## src/cmps_pkg.sv

```systemverilog
`default_nettype none
package cmps_pkg;
    // one-hot clock modes
    typedef enum logic [6:0] {
        CMPS_MODE0 = 7'h01,
        CMPS_MODE1 = 7'h02,
        CMPS_MODE2 = 7'h04,
        CMPS_MODE3 = 7'h08,
        CMPS_MODE4 = 7'h10,
        CMPS_MODE5 = 7'h20,
        CMPS_MODE6 = 7'h40
    } cmps_mode_e;

    // mode pin encodings
    localparam logic [2:0] CMPS_PINS_MODE0 = 3'h0;
    localparam logic [2:0] CMPS_PINS_MODE1 = 3'h1;
    localparam logic [2:0] CMPS_PINS_MODE2 = 3'h2;
    localparam logic [2:0] CMPS_PINS_MODE3 = 3'h3;
    localparam logic [2:0] CMPS_PINS_MODE4 = 3'h4;
    localparam logic [2:0] CMPS_PINS_MODE5 = 3'h5;
    localparam logic [2:0] CMPS_PINS_MODE6 = 3'h6;

    // frequency setting register fields
    localparam int CMPS_PLL2_STOP_BIT = 7;
    localparam int CMPS_PLL1_STOP_BIT = 6;
    localparam int CMPS_CLOCK_IO_PIN_HIZ_BIT  = 5;
    localparam int CMPS_RSVD_BIT      = 4;
    localparam int CMPS_FR_MSB        = 3;
    localparam int CMPS_FR_LSB        = 0;

    // power-on values per mode
    localparam logic [7:0] CMPS_INIT_MODE0 = 8'h00;
    localparam logic [7:0] CMPS_INIT_MODE2 = 8'h40;
    localparam logic [7:0] CMPS_INIT_MODE3 = 8'h60;
    localparam logic [7:0] CMPS_INIT_MODE4 = 8'hA6;
    localparam logic [7:0] CMPS_INIT_MODE6 = 8'hE0;

    // divider select: log2 of the divide factor against the x4 base tick
    localparam logic [1:0] CMPS_DIV1 = 2'h0;
    localparam logic [1:0] CMPS_DIV2 = 2'h1;
    localparam logic [1:0] CMPS_DIV4 = 2'h2;

    // which internal clock a ratio is asked for
    localparam logic [1:0] CMPS_SEL_CORE   = 2'h0;
    localparam logic [1:0] CMPS_SEL_BUS    = 2'h1;
    localparam logic [1:0] CMPS_SEL_PERIPH = 2'h2;

    // frequency field codes
    localparam logic [3:0] CMPS_FR_0101 = 4'h5;
    localparam logic [3:0] CMPS_FR_0110 = 4'h6;
    localparam logic [3:0] CMPS_FR_1001 = 4'h9;
    localparam logic [3:0] CMPS_FR_1010 = 4'hA;
    localparam logic [3:0] CMPS_FR_1100 = 4'hC;
    localparam logic [3:0] CMPS_FR_1110 = 4'hE;
    localparam logic [3:0] CMPS_FR_1111 = 4'hF;
endpackage
`default_nettype wire

```

## src/cmps_sync.sv

```systemverilog
`default_nettype none
module cmps_sync #(
    parameter int WIDTH = 1
) (
    input  wire logic             clk,
    input  wire logic             rst_n,
    input  wire logic [WIDTH-1:0] async_in,
    output var  logic [WIDTH-1:0] sync_out
);
    logic [WIDTH-1:0] meta_reg;

    // two-stage synchroniser
    always_ff @(posedge clk) begin
        if (!rst_n) begin
            meta_reg <= '0;
            sync_out <= '0;
        end else begin
            meta_reg <= async_in;
            sync_out <= meta_reg;
        end
    end
endmodule
`default_nettype wire

```

## src/cmps_divider.sv

```systemverilog
`default_nettype none
module cmps_divider (
    input  wire logic       clk,
    input  wire logic       rst_n,
    input  wire logic       tick_in,
    input  wire logic [1:0] div_sel,
    output var  logic       tick_out
);
    logic [1:0] count_reg;
    logic       last_reg;

    // last base tick of a divide period
    always_comb begin
        case (div_sel)
            cmps_pkg::CMPS_DIV1: last_reg = 1'b1;
            cmps_pkg::CMPS_DIV2: last_reg = count_reg[0];
            default:             last_reg = &count_reg;
        endcase
    end

    always_ff @(posedge clk) begin
        if (!rst_n) begin
            count_reg <= '0;
        end else if (tick_in) begin
            count_reg <= last_reg ? 2'h0 : count_reg + 2'h1;
        end
    end

    always_ff @(posedge clk) begin
        if (!rst_n) begin
            tick_out <= 1'b0;
        end else begin
            tick_out <= tick_in & last_reg;
        end
    end
endmodule
`default_nettype wire

```

## src/cmps_clock_mode.sv

```systemverilog
// Functional notes
// - mode pins decode to modes 0..6 in binary order; 7 is illegal
// - modes 0..3 take reference on crystal input; select pin low means external clock
// - modes 4..6 take reference from clock I/O pin; crystal pins unused
// - modes 4..6 use the select pin as clock pause request
// - mode 0 runs both PLLs; clock I/O drives in-phase bus clock
// - mode 1 runs both PLLs; clock I/O bus clock leads by quarter cycle
// - mode 1 drops the quarter-cycle lead when first PLL is halted
// - mode 2 runs second PLL only; clock I/O drives unaligned bus clock
// - mode 3 runs second PLL only; clock I/O stays high impedance
// - mode 4 runs first PLL only, aligned to clock I/O input
// - register starts/halts allowed PLLs; modes 0..2 also control clock I/O hiz
// - register reset only by power-on reset, kept through watchdog reset
// - power-on value: mode 0 00, mode 2 40, mode 3 60
// - power-on value: mode 4 A6, mode 6 E0
// - software sets division ratios through the register in every mode
// - core, bus and peripheral clocks each have their own divider
// - modes 4..6 read second PLL stop bit as 1
// - modes 2, 3, 6 read first PLL stop bit as 1
`default_nettype none
module cmps_clock_mode (
    input  wire logic       clk,
    input  wire logic       rst_n,
    input  wire logic       wdt_reset_n,
    input  wire logic       mode_select_bit2,
    input  wire logic       mode_select_bit1,
    input  wire logic       mode_select_bit0,
    input  wire logic       pause_or_crystal_select_pin,
    input  wire logic       crystal_input_pin,
    input  wire logic       clock_io_pin_in,
    input  wire logic       freq_wr_en,
    input  wire logic [7:0] freq_wr_data,
    output var  logic [7:0] freq_rd_data,
    output var  logic [2:0] clock_mode,
    output var  logic       mode_illegal,
    output var  logic       crystal_osc_en,
    output var  logic       ref_from_clock_io,
    output var  logic       pause_request,
    output var  logic       first_pll_run,
    output var  logic       second_pll_run,
    output var  logic       phase_advance,
    output var  logic       clock_io_pin_out,
    output var  logic       clock_io_pin_oe_n,
    output var  logic       core_tick,
    output var  logic       bus_tick,
    output var  logic       periph_tick
);
    logic [5:0]             pins_sync;
    logic [2:0]             md_sync;
    logic                   sel_sync;
    logic                   xin_sync;
    logic                   cio_sync;
    cmps_pkg::cmps_mode_e   mode_reg;
    cmps_pkg::cmps_mode_e   mode_next;
    logic                   illegal_next;
    logic                   sel_latch_reg;
    logic [7:0]             frequency_setting_register;
    logic [7:0]             init_next;
    logic [7:0]             wr_masked;
    logic                   ref_prev_reg;
    logic                   ref_sel;
    logic                   base_tick_reg;
    logic                   pll1_ok;
    logic                   pll2_ok;
    logic                   hiz_ok;
    logic                   clock_io_pin_in_mode;
    logic [3:0]             fr_field;
    logic                   bus_tick_int;
    logic                   bus_tick_d_reg;

    // ratio of one internal clock against the x4 base tick
    function automatic logic [1:0] ratio_sel(input logic [3:0] fr, input logic [1:0] which);
        logic [1:0] r;
        r = cmps_pkg::CMPS_DIV4;
        if (fr == cmps_pkg::CMPS_FR_1111) begin
            r = cmps_pkg::CMPS_DIV1;
        end else begin
            case (which)
                cmps_pkg::CMPS_SEL_CORE: begin
                    if (fr[3]) begin
                        r = cmps_pkg::CMPS_DIV1;
                    end else if (fr[2]) begin
                        r = cmps_pkg::CMPS_DIV2;
                    end
                end
                cmps_pkg::CMPS_SEL_BUS: begin
                    if (fr == cmps_pkg::CMPS_FR_1100 || fr == cmps_pkg::CMPS_FR_1110) begin
                        r = cmps_pkg::CMPS_DIV1;
                    end else if (fr == cmps_pkg::CMPS_FR_0101 || fr == cmps_pkg::CMPS_FR_0110 ||
                                 fr == cmps_pkg::CMPS_FR_1001 || fr == cmps_pkg::CMPS_FR_1010) begin
                        r = cmps_pkg::CMPS_DIV2;
                    end
                end
                default: begin
                    if (fr == cmps_pkg::CMPS_FR_0110 || fr == cmps_pkg::CMPS_FR_1010 ||
                        fr == cmps_pkg::CMPS_FR_1110) begin
                        r = cmps_pkg::CMPS_DIV2;
                    end
                end
            endcase
        end
        return r;
    endfunction

    // pin synchronisers
    cmps_sync #(
        .WIDTH (6)
    ) u_pin_sync (
        .clk      (clk),
        // straps must pass while reset is held
        .rst_n    (1'b1),
        .async_in ({mode_select_bit2, mode_select_bit1, mode_select_bit0,
                    pause_or_crystal_select_pin, crystal_input_pin, clock_io_pin_in}),
        .sync_out (pins_sync)
    );

    assign md_sync  = pins_sync[5:3];
    assign sel_sync = pins_sync[2];
    assign xin_sync = pins_sync[1];
    assign cio_sync = pins_sync[0];

    always_comb begin
        illegal_next = 1'b0;
        case (md_sync)
            cmps_pkg::CMPS_PINS_MODE0: mode_next = cmps_pkg::CMPS_MODE0;
            cmps_pkg::CMPS_PINS_MODE1: mode_next = cmps_pkg::CMPS_MODE1;
            cmps_pkg::CMPS_PINS_MODE2: mode_next = cmps_pkg::CMPS_MODE2;
            cmps_pkg::CMPS_PINS_MODE3: mode_next = cmps_pkg::CMPS_MODE3;
            cmps_pkg::CMPS_PINS_MODE4: mode_next = cmps_pkg::CMPS_MODE4;
            cmps_pkg::CMPS_PINS_MODE5: mode_next = cmps_pkg::CMPS_MODE5;
            cmps_pkg::CMPS_PINS_MODE6: mode_next = cmps_pkg::CMPS_MODE6;
            default: begin
                mode_next    = cmps_pkg::CMPS_MODE0;
                illegal_next = 1'b1;
            end
        endcase
    end

    always_comb begin
        case (mode_next)
            cmps_pkg::CMPS_MODE0: init_next = cmps_pkg::CMPS_INIT_MODE0;
            cmps_pkg::CMPS_MODE1: init_next = cmps_pkg::CMPS_INIT_MODE0;
            cmps_pkg::CMPS_MODE2: init_next = cmps_pkg::CMPS_INIT_MODE2;
            cmps_pkg::CMPS_MODE3: init_next = cmps_pkg::CMPS_INIT_MODE3;
            cmps_pkg::CMPS_MODE4: init_next = cmps_pkg::CMPS_INIT_MODE4;
            cmps_pkg::CMPS_MODE5: init_next = cmps_pkg::CMPS_INIT_MODE4;
            cmps_pkg::CMPS_MODE6: init_next = cmps_pkg::CMPS_INIT_MODE6;
            default:              init_next = cmps_pkg::CMPS_INIT_MODE0;
        endcase
    end

    // capture straps while power-on reset is held
    always_ff @(posedge clk) begin
        if (!rst_n) begin
            mode_reg      <= mode_next;
            mode_illegal  <= illegal_next;
            sel_latch_reg <= sel_sync;
        end
    end

    always_ff @(posedge clk) begin
        if (!rst_n) begin
            clock_mode <= md_sync;
        end
    end

    // per-mode permissions
    always_comb begin
        pll1_ok      = 1'b0;
        pll2_ok      = 1'b0;
        hiz_ok       = 1'b0;
        clock_io_pin_in_mode = 1'b0;
        case (mode_reg)
            cmps_pkg::CMPS_MODE0, cmps_pkg::CMPS_MODE1: begin
                pll1_ok = 1'b1;
                pll2_ok = 1'b1;
                hiz_ok  = 1'b1;
            end
            cmps_pkg::CMPS_MODE2: begin
                pll2_ok = 1'b1;
                hiz_ok  = 1'b1;
            end
            cmps_pkg::CMPS_MODE3: begin
                pll2_ok = 1'b1;
            end
            cmps_pkg::CMPS_MODE4, cmps_pkg::CMPS_MODE5: begin
                pll1_ok      = 1'b1;
                clock_io_pin_in_mode = 1'b1;
            end
            default: begin
                clock_io_pin_in_mode = 1'b1;
            end
        endcase
    end

    always_comb begin
        wr_masked = frequency_setting_register;
        wr_masked[cmps_pkg::CMPS_FR_MSB:cmps_pkg::CMPS_FR_LSB] =
            freq_wr_data[cmps_pkg::CMPS_FR_MSB:cmps_pkg::CMPS_FR_LSB];
        wr_masked[cmps_pkg::CMPS_RSVD_BIT] = 1'b0;
        if (pll2_ok) begin
            wr_masked[cmps_pkg::CMPS_PLL2_STOP_BIT] = freq_wr_data[cmps_pkg::CMPS_PLL2_STOP_BIT];
        end
        if (pll1_ok) begin
            wr_masked[cmps_pkg::CMPS_PLL1_STOP_BIT] = freq_wr_data[cmps_pkg::CMPS_PLL1_STOP_BIT];
        end
        if (hiz_ok) begin
            wr_masked[cmps_pkg::CMPS_CLOCK_IO_PIN_HIZ_BIT] = freq_wr_data[cmps_pkg::CMPS_CLOCK_IO_PIN_HIZ_BIT];
        end
    end

    // only power-on reset loads it; watchdog reset does not
    always_ff @(posedge clk) begin
        if (!rst_n) begin
            frequency_setting_register <= init_next;
        end else if (freq_wr_en) begin
            frequency_setting_register <= wr_masked;
        end
    end

    always_ff @(posedge clk) begin
        if (!rst_n) begin
            freq_rd_data <= 8'h00;
        end else begin
            freq_rd_data <= frequency_setting_register;
            freq_rd_data[cmps_pkg::CMPS_RSVD_BIT] <= 1'b0;
            if (!pll2_ok) begin
                freq_rd_data[cmps_pkg::CMPS_PLL2_STOP_BIT] <= 1'b1;
            end
            if (!pll1_ok) begin
                freq_rd_data[cmps_pkg::CMPS_PLL1_STOP_BIT] <= 1'b1;
            end
            if (clock_io_pin_in_mode) begin
                freq_rd_data[cmps_pkg::CMPS_CLOCK_IO_PIN_HIZ_BIT] <= 1'b1;
            end
        end
    end

    always_ff @(posedge clk) begin
        if (!rst_n) begin
            first_pll_run  <= 1'b0;
            second_pll_run <= 1'b0;
        end else begin
            first_pll_run  <= pll1_ok & ~frequency_setting_register[cmps_pkg::CMPS_PLL1_STOP_BIT];
            second_pll_run <= pll2_ok & ~frequency_setting_register[cmps_pkg::CMPS_PLL2_STOP_BIT];
        end
    end

    // reference source and select pin role
    always_ff @(posedge clk) begin
        if (!rst_n) begin
            crystal_osc_en    <= 1'b0;
            ref_from_clock_io <= 1'b0;
            pause_request     <= 1'b0;
        end else begin
            crystal_osc_en    <= ~clock_io_pin_in_mode & sel_latch_reg;
            ref_from_clock_io <= clock_io_pin_in_mode;
            pause_request     <= clock_io_pin_in_mode & sel_sync;
        end
    end

    assign ref_sel = clock_io_pin_in_mode ? cio_sync : xin_sync;

    always_ff @(posedge clk) begin
        if (!rst_n || !wdt_reset_n) begin
            ref_prev_reg  <= 1'b0;
            base_tick_reg <= 1'b0;
        end else begin
            ref_prev_reg  <= ref_sel;
            base_tick_reg <= ref_sel & ~ref_prev_reg;
        end
    end

    assign fr_field = frequency_setting_register[cmps_pkg::CMPS_FR_MSB:cmps_pkg::CMPS_FR_LSB];

    cmps_divider u_core_div (
        .clk      (clk),
        .rst_n    (rst_n & wdt_reset_n),
        .tick_in  (base_tick_reg),
        .div_sel  (ratio_sel(fr_field, cmps_pkg::CMPS_SEL_CORE)),
        .tick_out (core_tick)
    );

    cmps_divider u_bus_div (
        .clk      (clk),
        .rst_n    (rst_n & wdt_reset_n),
        .tick_in  (base_tick_reg),
        .div_sel  (ratio_sel(fr_field, cmps_pkg::CMPS_SEL_BUS)),
        .tick_out (bus_tick_int)
    );

    cmps_divider u_periph_div (
        .clk      (clk),
        .rst_n    (rst_n & wdt_reset_n),
        .tick_in  (base_tick_reg),
        .div_sel  (ratio_sel(fr_field, cmps_pkg::CMPS_SEL_PERIPH)),
        .tick_out (periph_tick)
    );

    // bus tick registered one cycle; in mode 1 with first PLL running the pin toggles with it, otherwise one cycle after it
    always_ff @(posedge clk) begin
        if (!rst_n) begin
            bus_tick_d_reg <= 1'b0;
            bus_tick       <= 1'b0;
        end else begin
            bus_tick_d_reg <= bus_tick_int;
            bus_tick       <= bus_tick_int;
        end
    end

    // lead only in mode 1 with first PLL running
    always_ff @(posedge clk) begin
        if (!rst_n) begin
            phase_advance <= 1'b0;
        end else begin
            phase_advance <= (mode_reg == cmps_pkg::CMPS_MODE1) &
                             ~frequency_setting_register[cmps_pkg::CMPS_PLL1_STOP_BIT];
        end
    end

    // clock I/O output toggles on bus clock
    always_ff @(posedge clk) begin
        if (!rst_n) begin
            clock_io_pin_out <= 1'b0;
        end else if (phase_advance ? bus_tick_int : bus_tick_d_reg) begin
            clock_io_pin_out <= ~clock_io_pin_out;
        end
    end

    always_ff @(posedge clk) begin
        if (!rst_n) begin
            clock_io_pin_oe_n <= 1'b1;
        end else begin
            clock_io_pin_oe_n <= ~hiz_ok | frequency_setting_register[cmps_pkg::CMPS_CLOCK_IO_PIN_HIZ_BIT];
        end
    end
endmodule
`default_nettype wire

```

## config.mk

```make
export PLATFORM = sky130hd
export DESIGN_NAME = cmps_clock_mode
export DESIGN_NICKNAME = d
export VERILOG_FILES = /design/src/cmps_pkg.sv /design/src/cmps_sync.sv /design/src/cmps_divider.sv /design/src/cmps_clock_mode.sv
export SDC_FILE = /design/constraint.sdc
export NUM_CORES = 1
export LEC_CHECK = 0
export ABC_AREA = 0
export ABC_CLOCK_PERIOD_IN_PS = 1750
export BUFFER_PORTS_ARGS = -buffer_cell sky130_fd_sc_hd__buf_4
export CAP_MARGIN = 25
export CORE_MARGIN = 2
export CORE_UTILIZATION = 30
export DETAILED_ROUTE_END_ITERATION = 8
export GPL_TIMING_DRIVEN = 0
export PLACE_DENSITY = 0.49
export SLEW_MARGIN = 20
export SYNTH_ARGS = -nofsm -noshare
export SYNTH_HDL_FRONTEND = slang
export SYNTH_HIERARCHICAL = 1
export SYNTH_SLANG_ARGS = --single-unit
```

## constraint.sdc

```tcl
create_clock -name clk -period 1.75 [get_ports clk]
set_input_delay 0.175 -clock clk [delete_from_list [all_inputs] [get_ports clk]]
set_output_delay 0.175 -clock clk [all_outputs]
set_load 0.05 [all_outputs]
```

-- Word level (Yosys, flattened, before mapping)
Index checks and enable logic that the tools add are counted.
- equality and inequality tests: 31
- reduce and logical (&&, ||, !) cells: 24
- bitwise logic cells: 16
- $add $sub $neg: 3
- multiplexer cells: 31
- operators with widths (operator ; count):
    7-bit one-hot mux with 6 select lines ; 1
    8-bit one-hot mux with 4 select lines ; 1
    2-bit 2-to-1 mux ; 11
    4-bit equality test (second input constant) ; 5
    8-bit 2-to-1 mux ; 2
    7-bit by 3-bit equality test with 1-bit output (second input constant) ; 2
    7-bit by 4-bit equality test with 1-bit output (second input constant) ; 2
    7-bit by 5-bit equality test with 1-bit output (second input constant) ; 2
    7-bit by 6-bit equality test with 1-bit output (second input constant) ; 2
    1-bit 2-to-1 mux ; 13
    2-bit AND reduction ; 6
    1-bit bitwise AND ; 10
    3-bit equality test (second input constant) ; 3
    4-bit by 3-bit equality test with 1-bit output (second input constant) ; 2
    2-bit by 1-bit != test with 1-bit output (second input constant) ; 4
    4-bit OR reduction ; 2
    7-bit by 1-bit equality test with 1-bit output (second input constant) ; 1
    7-bit by 2-bit equality test with 1-bit output (second input constant) ; 1
    7-bit equality test (second input constant) ; 1
    1-bit logical OR ; 7
    7-bit OR reduction ; 1
    2-bit by 1-bit adder with 2-bit output (second input constant) ; 3
    2-bit by 1-bit equality test with 1-bit output (second input constant) ; 3
    3-bit by 2-bit equality test with 1-bit output (second input constant) ; 2
    9 further kinds ; 18
- output and inout port bits: 23
- bits in registers: 59

-- Logic depth before layout (Yosys ltp)
- depth in word-level cells: 10
- mapped depth: 6
- depth with buffers taken out: 5

-- Modules after synthesis
The synthesis kept the hierarchy.
- modules (own cells, without submodules) (module ; area an instance (um^2) ; seq. area each (um^2) ; times used ; cells each):
    cmps_clock_mode ; 1508.9 ; 930.9 ; 1 ; 139
    cmps_divider ; 137.6 ; 60.1 ; 3 ; 12
    cmps_sync ; 336.6 ; 240.2 ; 1 ; 25

-- Worst setup path before layout
Ideal clock, no wire load.
- kind: register -> register
- start: register frequency_setting_register[3]
- end: register u_bus_div.tick_out
- library setup time: 0.117 ns
- data arrival time: 1.412 ns
- period minus slack after synthesis: 1.529 ns
- path slack: 0.221 ns
- stages on the path, launching flop included: 7
- data required time: 1.633 ns
- path through: edfxtp_1 > clkbuf_1 > nand2_1 > a21oi_1 > o22ai_1 > or3b_1 > and4_2
- longest elaborated chain between the ends: 10
- elaborated cells between the ends (all ways): 18
- RTL lines (what ; RTL line ; text):
    start, declared ; cmps_clock_mode.sv:57 ; logic [7:0] frequency_setting_register;
    start signal, assigned ; cmps_clock_mode.sv:215 ; frequency_setting_register <= init_next;
    start signal, assigned ; cmps_clock_mode.sv:217 ; frequency_setting_register <= wr_masked;
    4-bit by 3-bit equality test with 1-bit output ; cmps_clock_mode.sv:89 ; end else if (fr == cmps_pkg::CMPS_FR_0101 || fr == cmps_pkg::CMPS_FR_0110 ||
    1-bit logical OR (2 in series) ; cmps_clock_mode.sv:89 ;
    1-bit logical OR ; cmps_clock_mode.sv:90 ; fr == cmps_pkg::CMPS_FR_1001 || fr == cmps_pkg::CMPS_FR_1010) begin
    2-bit 2-to-1 mux ; cmps_clock_mode.sv:89 ;
    2-bit 2-to-1 mux ; cmps_clock_mode.sv:87 ; if (fr == cmps_pkg::CMPS_FR_1100 || fr == cmps_pkg::CMPS_FR_1110) begin
    2-bit 2-to-1 mux (*) ; cmps_clock_mode.sv:75 ; if (fr == cmps_pkg::CMPS_FR_1111) begin
    2-bit by 1-bit equality test with 1-bit output / 2-bit zero test (equally long branches) ; cmps_divider.sv:14 ; case (div_sel)
    1-bit one-hot mux with 2 select lines (*) ; cmps_divider.sv:14 ;
    1-bit bitwise AND (*) ; cmps_divider.sv:33 ; tick_out <= tick_in & last_reg;
    end signal, assigned ; cmps_divider.sv:33 ;
    end, declared ; cmps_divider.sv:7 ; output var logic tick_out
Every way passes the cells marked *; elsewhere a longest branch is shown, timed or not.
A chain may end at the register's enable or synchronous reset.

-- Worst setup path after layout
- start: register mode_reg[1]
- end: register frequency_setting_register[7] (enable)
- longest elaborated chain between the ends: 5
- elaborated cells between the ends (all ways): 8
- RTL lines (what ; RTL line ; text):
    start, declared ; cmps_clock_mode.sv:53 ; cmps_pkg::cmps_mode_e mode_reg;
    start signal, assigned ; cmps_clock_mode.sv:155 ; mode_reg <= mode_next;
    7-bit by 2-bit equality test with 1-bit output (tied with other cells) ; cmps_clock_mode.sv:173 ; case (mode_reg)
    4-bit OR reduction (no line) (*) ; n/a ;
    1-bit 2-to-1 mux (*) ; cmps_clock_mode.sv:173 ;
    2-bit by 1-bit != test with 1-bit output (no line) (*) ; n/a ;
    2-bit AND reduction (no line) (*) ; n/a ;
Marked as above.

==> flow_summary.toml <==
[logic_synthesis]
syn_area_um2 = 2260
synth_cell_types = 39
synth_seq_area_share_pct = 59.8
ys.flop_type = "dfxtp_1"
syn_area_per_cell_um2 = 11.3
async_reset_ff_share_pct = 0
ys_warn_count = 6
ys_ff_latch = 58
synth-edff-count = 19
syn_inst = 200

[drt]
drt_iter0_drc = 62
vias = 1500
drc = 0
dr.pass1.iters = 6
viasPerCell = 4.23
routed_wl_mm = 4.25
routedWlPerCell_um = 12.0
ant_nets = 0

[sta]
fin_skew_ns = 0.00738
relSlewSlack_pct = 52.2
worst_slack_ns = 0.118
holdWs_ns = 0.0710
finalCritPeriodShare_pct = 93.3
min_period_ns = 1.63
drv_slew = 0
fin_tns_setup_ns = 0
final-setup-viol-count = 0
clock.fmax_ghz = 0.613
finalHoldViolCount = 0
worstMarginPinSlew_ns = 0.717
rsz0062_at_grt = "no"

[setup_path]
end_kind = "flip-flop"
r2r_slack_ns = 0.12
critPathLaunch = "mode_reg[1]$_DFFE_PN_"
path_class = "reg2reg"
cp-start-kind = "flip-flop"
reg2reg_depth = 4
cp.required_ns = 1.77
regToRegEndpoint = "frequency_setting_register[7]$_DFFE_PP_"
cp_cell_sequence = "nor4b_2 -> a221o_1 -> nand2_1 -> o21ai_0"
critPathSlowestCell = "edfxtp_1"
rr_startpoint = "mode_reg[1]$_DFFE_PN_"
critPathCapture = "frequency_setting_register[7]$_DFFE_PP_"
cp.arrival_ns = 1.65
cp_max_fo = 6
slowest_delay_ns = 0.48

[layout]
multi_input_area_um2 = 838
fin_cells = 355
seq_area_um2 = 1350
nNetsFinal = 272
drive_gt1_share_pct = 28.5
fillers = 716
area_delta_synth_final_pct = 28.5
fin_util_pct = 40.0
diodes = 0

[clock_tree]
cts_tree = "yes"
path_clk_slew_ns = 0.07
htree_levels = 3
cts_made_buffers = 9
cts_hold_buf = 0
clk_latency_ns = 0.32
cts_max_path_buffers = 2
cts_sinks = 58
cts_root_buf = "clkbuf_8"

[place]
io_buffers = 38
hpwl_mm = 3.06
pre_cts_slack_ns = -0.0629
gp_congestion = 0.705
place_inst = 339

[global_routing]
grt_max_degree = 19
antenna_found_initial = 0
globalRouteTotalUtil_pct = 10.9
grt_pass1_vias = 1383
overflow = 0
grt_pass1_wl_mm = 6.84

[die]
fp.dieW_um = 90.8
rows = 31
io_pins = 41
dieHeight_um = 90.8
die_area_um2 = 8240
start_util_pct = 31.1
core_area_um2 = 7250

[status]
status = "finished, final reports clean"

[power_and_ir_drop]
power_density_nw_per_um2 = 1060
peakVddDrop_mv = 0.369
p_leak_nw = 1.18

[worst_hold_path]
hold_class = "in2reg"

[flow_run]
cap_violations = 0
final cells by class:
type                       instances  share of cell area (%)
buffer                             6                    1.42
tap                               99                    4.27
clock inverter                     3                    1.47
clock buffer                      13                    5.86
sequential                        58                    46.6
multi-input combinational        127                    28.9
inverter                           9                    1.16
timing repair buffer              40                    10.3
worst min path at each step:
stage	cells after the start	endpoint	from	slack [ns]
after floorplan	1	u_pin_sync/meta_reg[4]$_SDFF_PN0_	mode_select_bit1	0.30
after global placement	1	base_tick_reg$_SDFF_PN0_	ref_prev_reg$_SDFF_PN0_	0.39
after detailed placement	1	base_tick_reg$_SDFF_PN0_	ref_prev_reg$_SDFF_PN0_	0.39
after CTS	2	u_pin_sync/meta_reg[2]$_SDFF_PN0_	pause_or_crystal_select_pin	0.05
after global routing	2	u_pin_sync/meta_reg[3]$_SDFF_PN0_	mode_select_bit0	0.05
final	2	u_pin_sync/meta_reg[2]$_SDFF_PN0_	pause_or_crystal_select_pin	0.07
per-layer routing:
| metal | track usage (%) | part of all wire, % | vias to the layer above |
|---|---|---|---|
| met3 | 4.17 | 4.3 | 2 |
| met2 | 15.2 | 45 | 34 |
| met1 | 14.8 | 50 | 675 |
| li1 | - | - | 789 |
| met5 | 0 | 0 | - |
| met4 | 5.00 | 0.94 | 0 |
power by group:
| part | switching (mW) | total (mW) | internal (mW) |
|---|---|---|---|
| combinational | 0.176 | 0.295 | 0.119 |
| sequential | 0.0417 | 1.49 | 1.45 |
| clock | 0.509 | 1.30 | 0.786 |
| total | 0.727 | 3.08 | 2.36 |
Yosys cell counts (2+ instances only):
cell,n,area (µm²)
clkbuf_1,5,18.8
xnor2_1,5,43.8
a21oi_1,2,10.0
nor2_1,11,41.3
and4_2,3,30.0
xor2_1,4,35.0
a21oi_2,2,17.5
and2_1,11,68.8
dfxtp_1,39,781
o21a_1,2,15.0
a21o_1,2,15.0
and2_2,8,60.1
a311oi_1,6,52.6
o21ai_0,9,45.0
nand2_1,17,63.8
mux2i_1,4,40.0
conb_1,2,7.51
nor2b_1,5,31.3
nor3_1,6,30.0
nand2b_1,5,31.3
edfxtp_1,19,571
or3b_1,3,26.3
ha_1,3,37.5
and3_1,3,18.8
buf_6,2,22.5
inv_1,9,33.8
layout by cell type, fill, tap and decap left out, types with 3 or more instances in the layout:
| cell type | n |
|---|---|
| a311oi_1 | 6 |
| and2_1 | 11 |
| and2_2 | 8 |
| and3_1 | 3 |
| and4_2 | 3 |
| buf_4 | 41 |
| clkbuf_1 | 5 |
| clkbuf_8 | 10 |
| conb_1 | 4 |
| dfxtp_1 | 39 |
| edfxtp_1 | 19 |
| ha_1 | 3 |
| inv_1 | 9 |
| mux2i_1 | 4 |
| nand2_1 | 17 |
| nand2b_1 | 5 |
| nor2_1 | 11 |
| nor2b_1 | 5 |
| nor3_1 | 6 |
| o21ai_0 | 9 |
| or3b_1 | 3 |
| xnor2_1 | 5 |
| xor2_1 | 4 |
per-stage QoR:
stage | power, mW | area [µm²]
2_1_floorplan | 1.72 | 2270
3_3_place_gp | 1.81 | 2680
3_5_place_dp | 1.82 | 2680
4_1_cts | 3.13 | 2900
5_1_grt | 3.23 | 2900
6_report | 3.08 | 2900
timing repair:
action                     CTS  global route
buffers inserted             1             1
gates resized for setup      0             1
setup endpoints to repair    1             6
pin swaps                    0             0
worst max-delay path: cells and delay by family (launching register included):
family / cells / cell delay, ns
DFF: 1 / 0.48
and+or+nand+nor: 2 / 0.46
AOI/OAI and AO/OA: 2 / 0.39
kinds of logic after synthesis:
| logic type | Yosys count | synth area share [%] |
|---|---|---|
| other | 2 | 0.333 |
| and+or+nand+nor | 78 | 20.1 |
| adders and majority gates | 4 | 2.11 |
| buffers and inverters | 17 | 3.66 |
| AOI/OAI and AO/OA | 28 | 8.75 |
| xor gates and xnor gates | 9 | 3.49 |
| muxes | 4 | 1.77 |
| DFF | 58 | 59.8 |
Power figures use the tool's default switching activity.
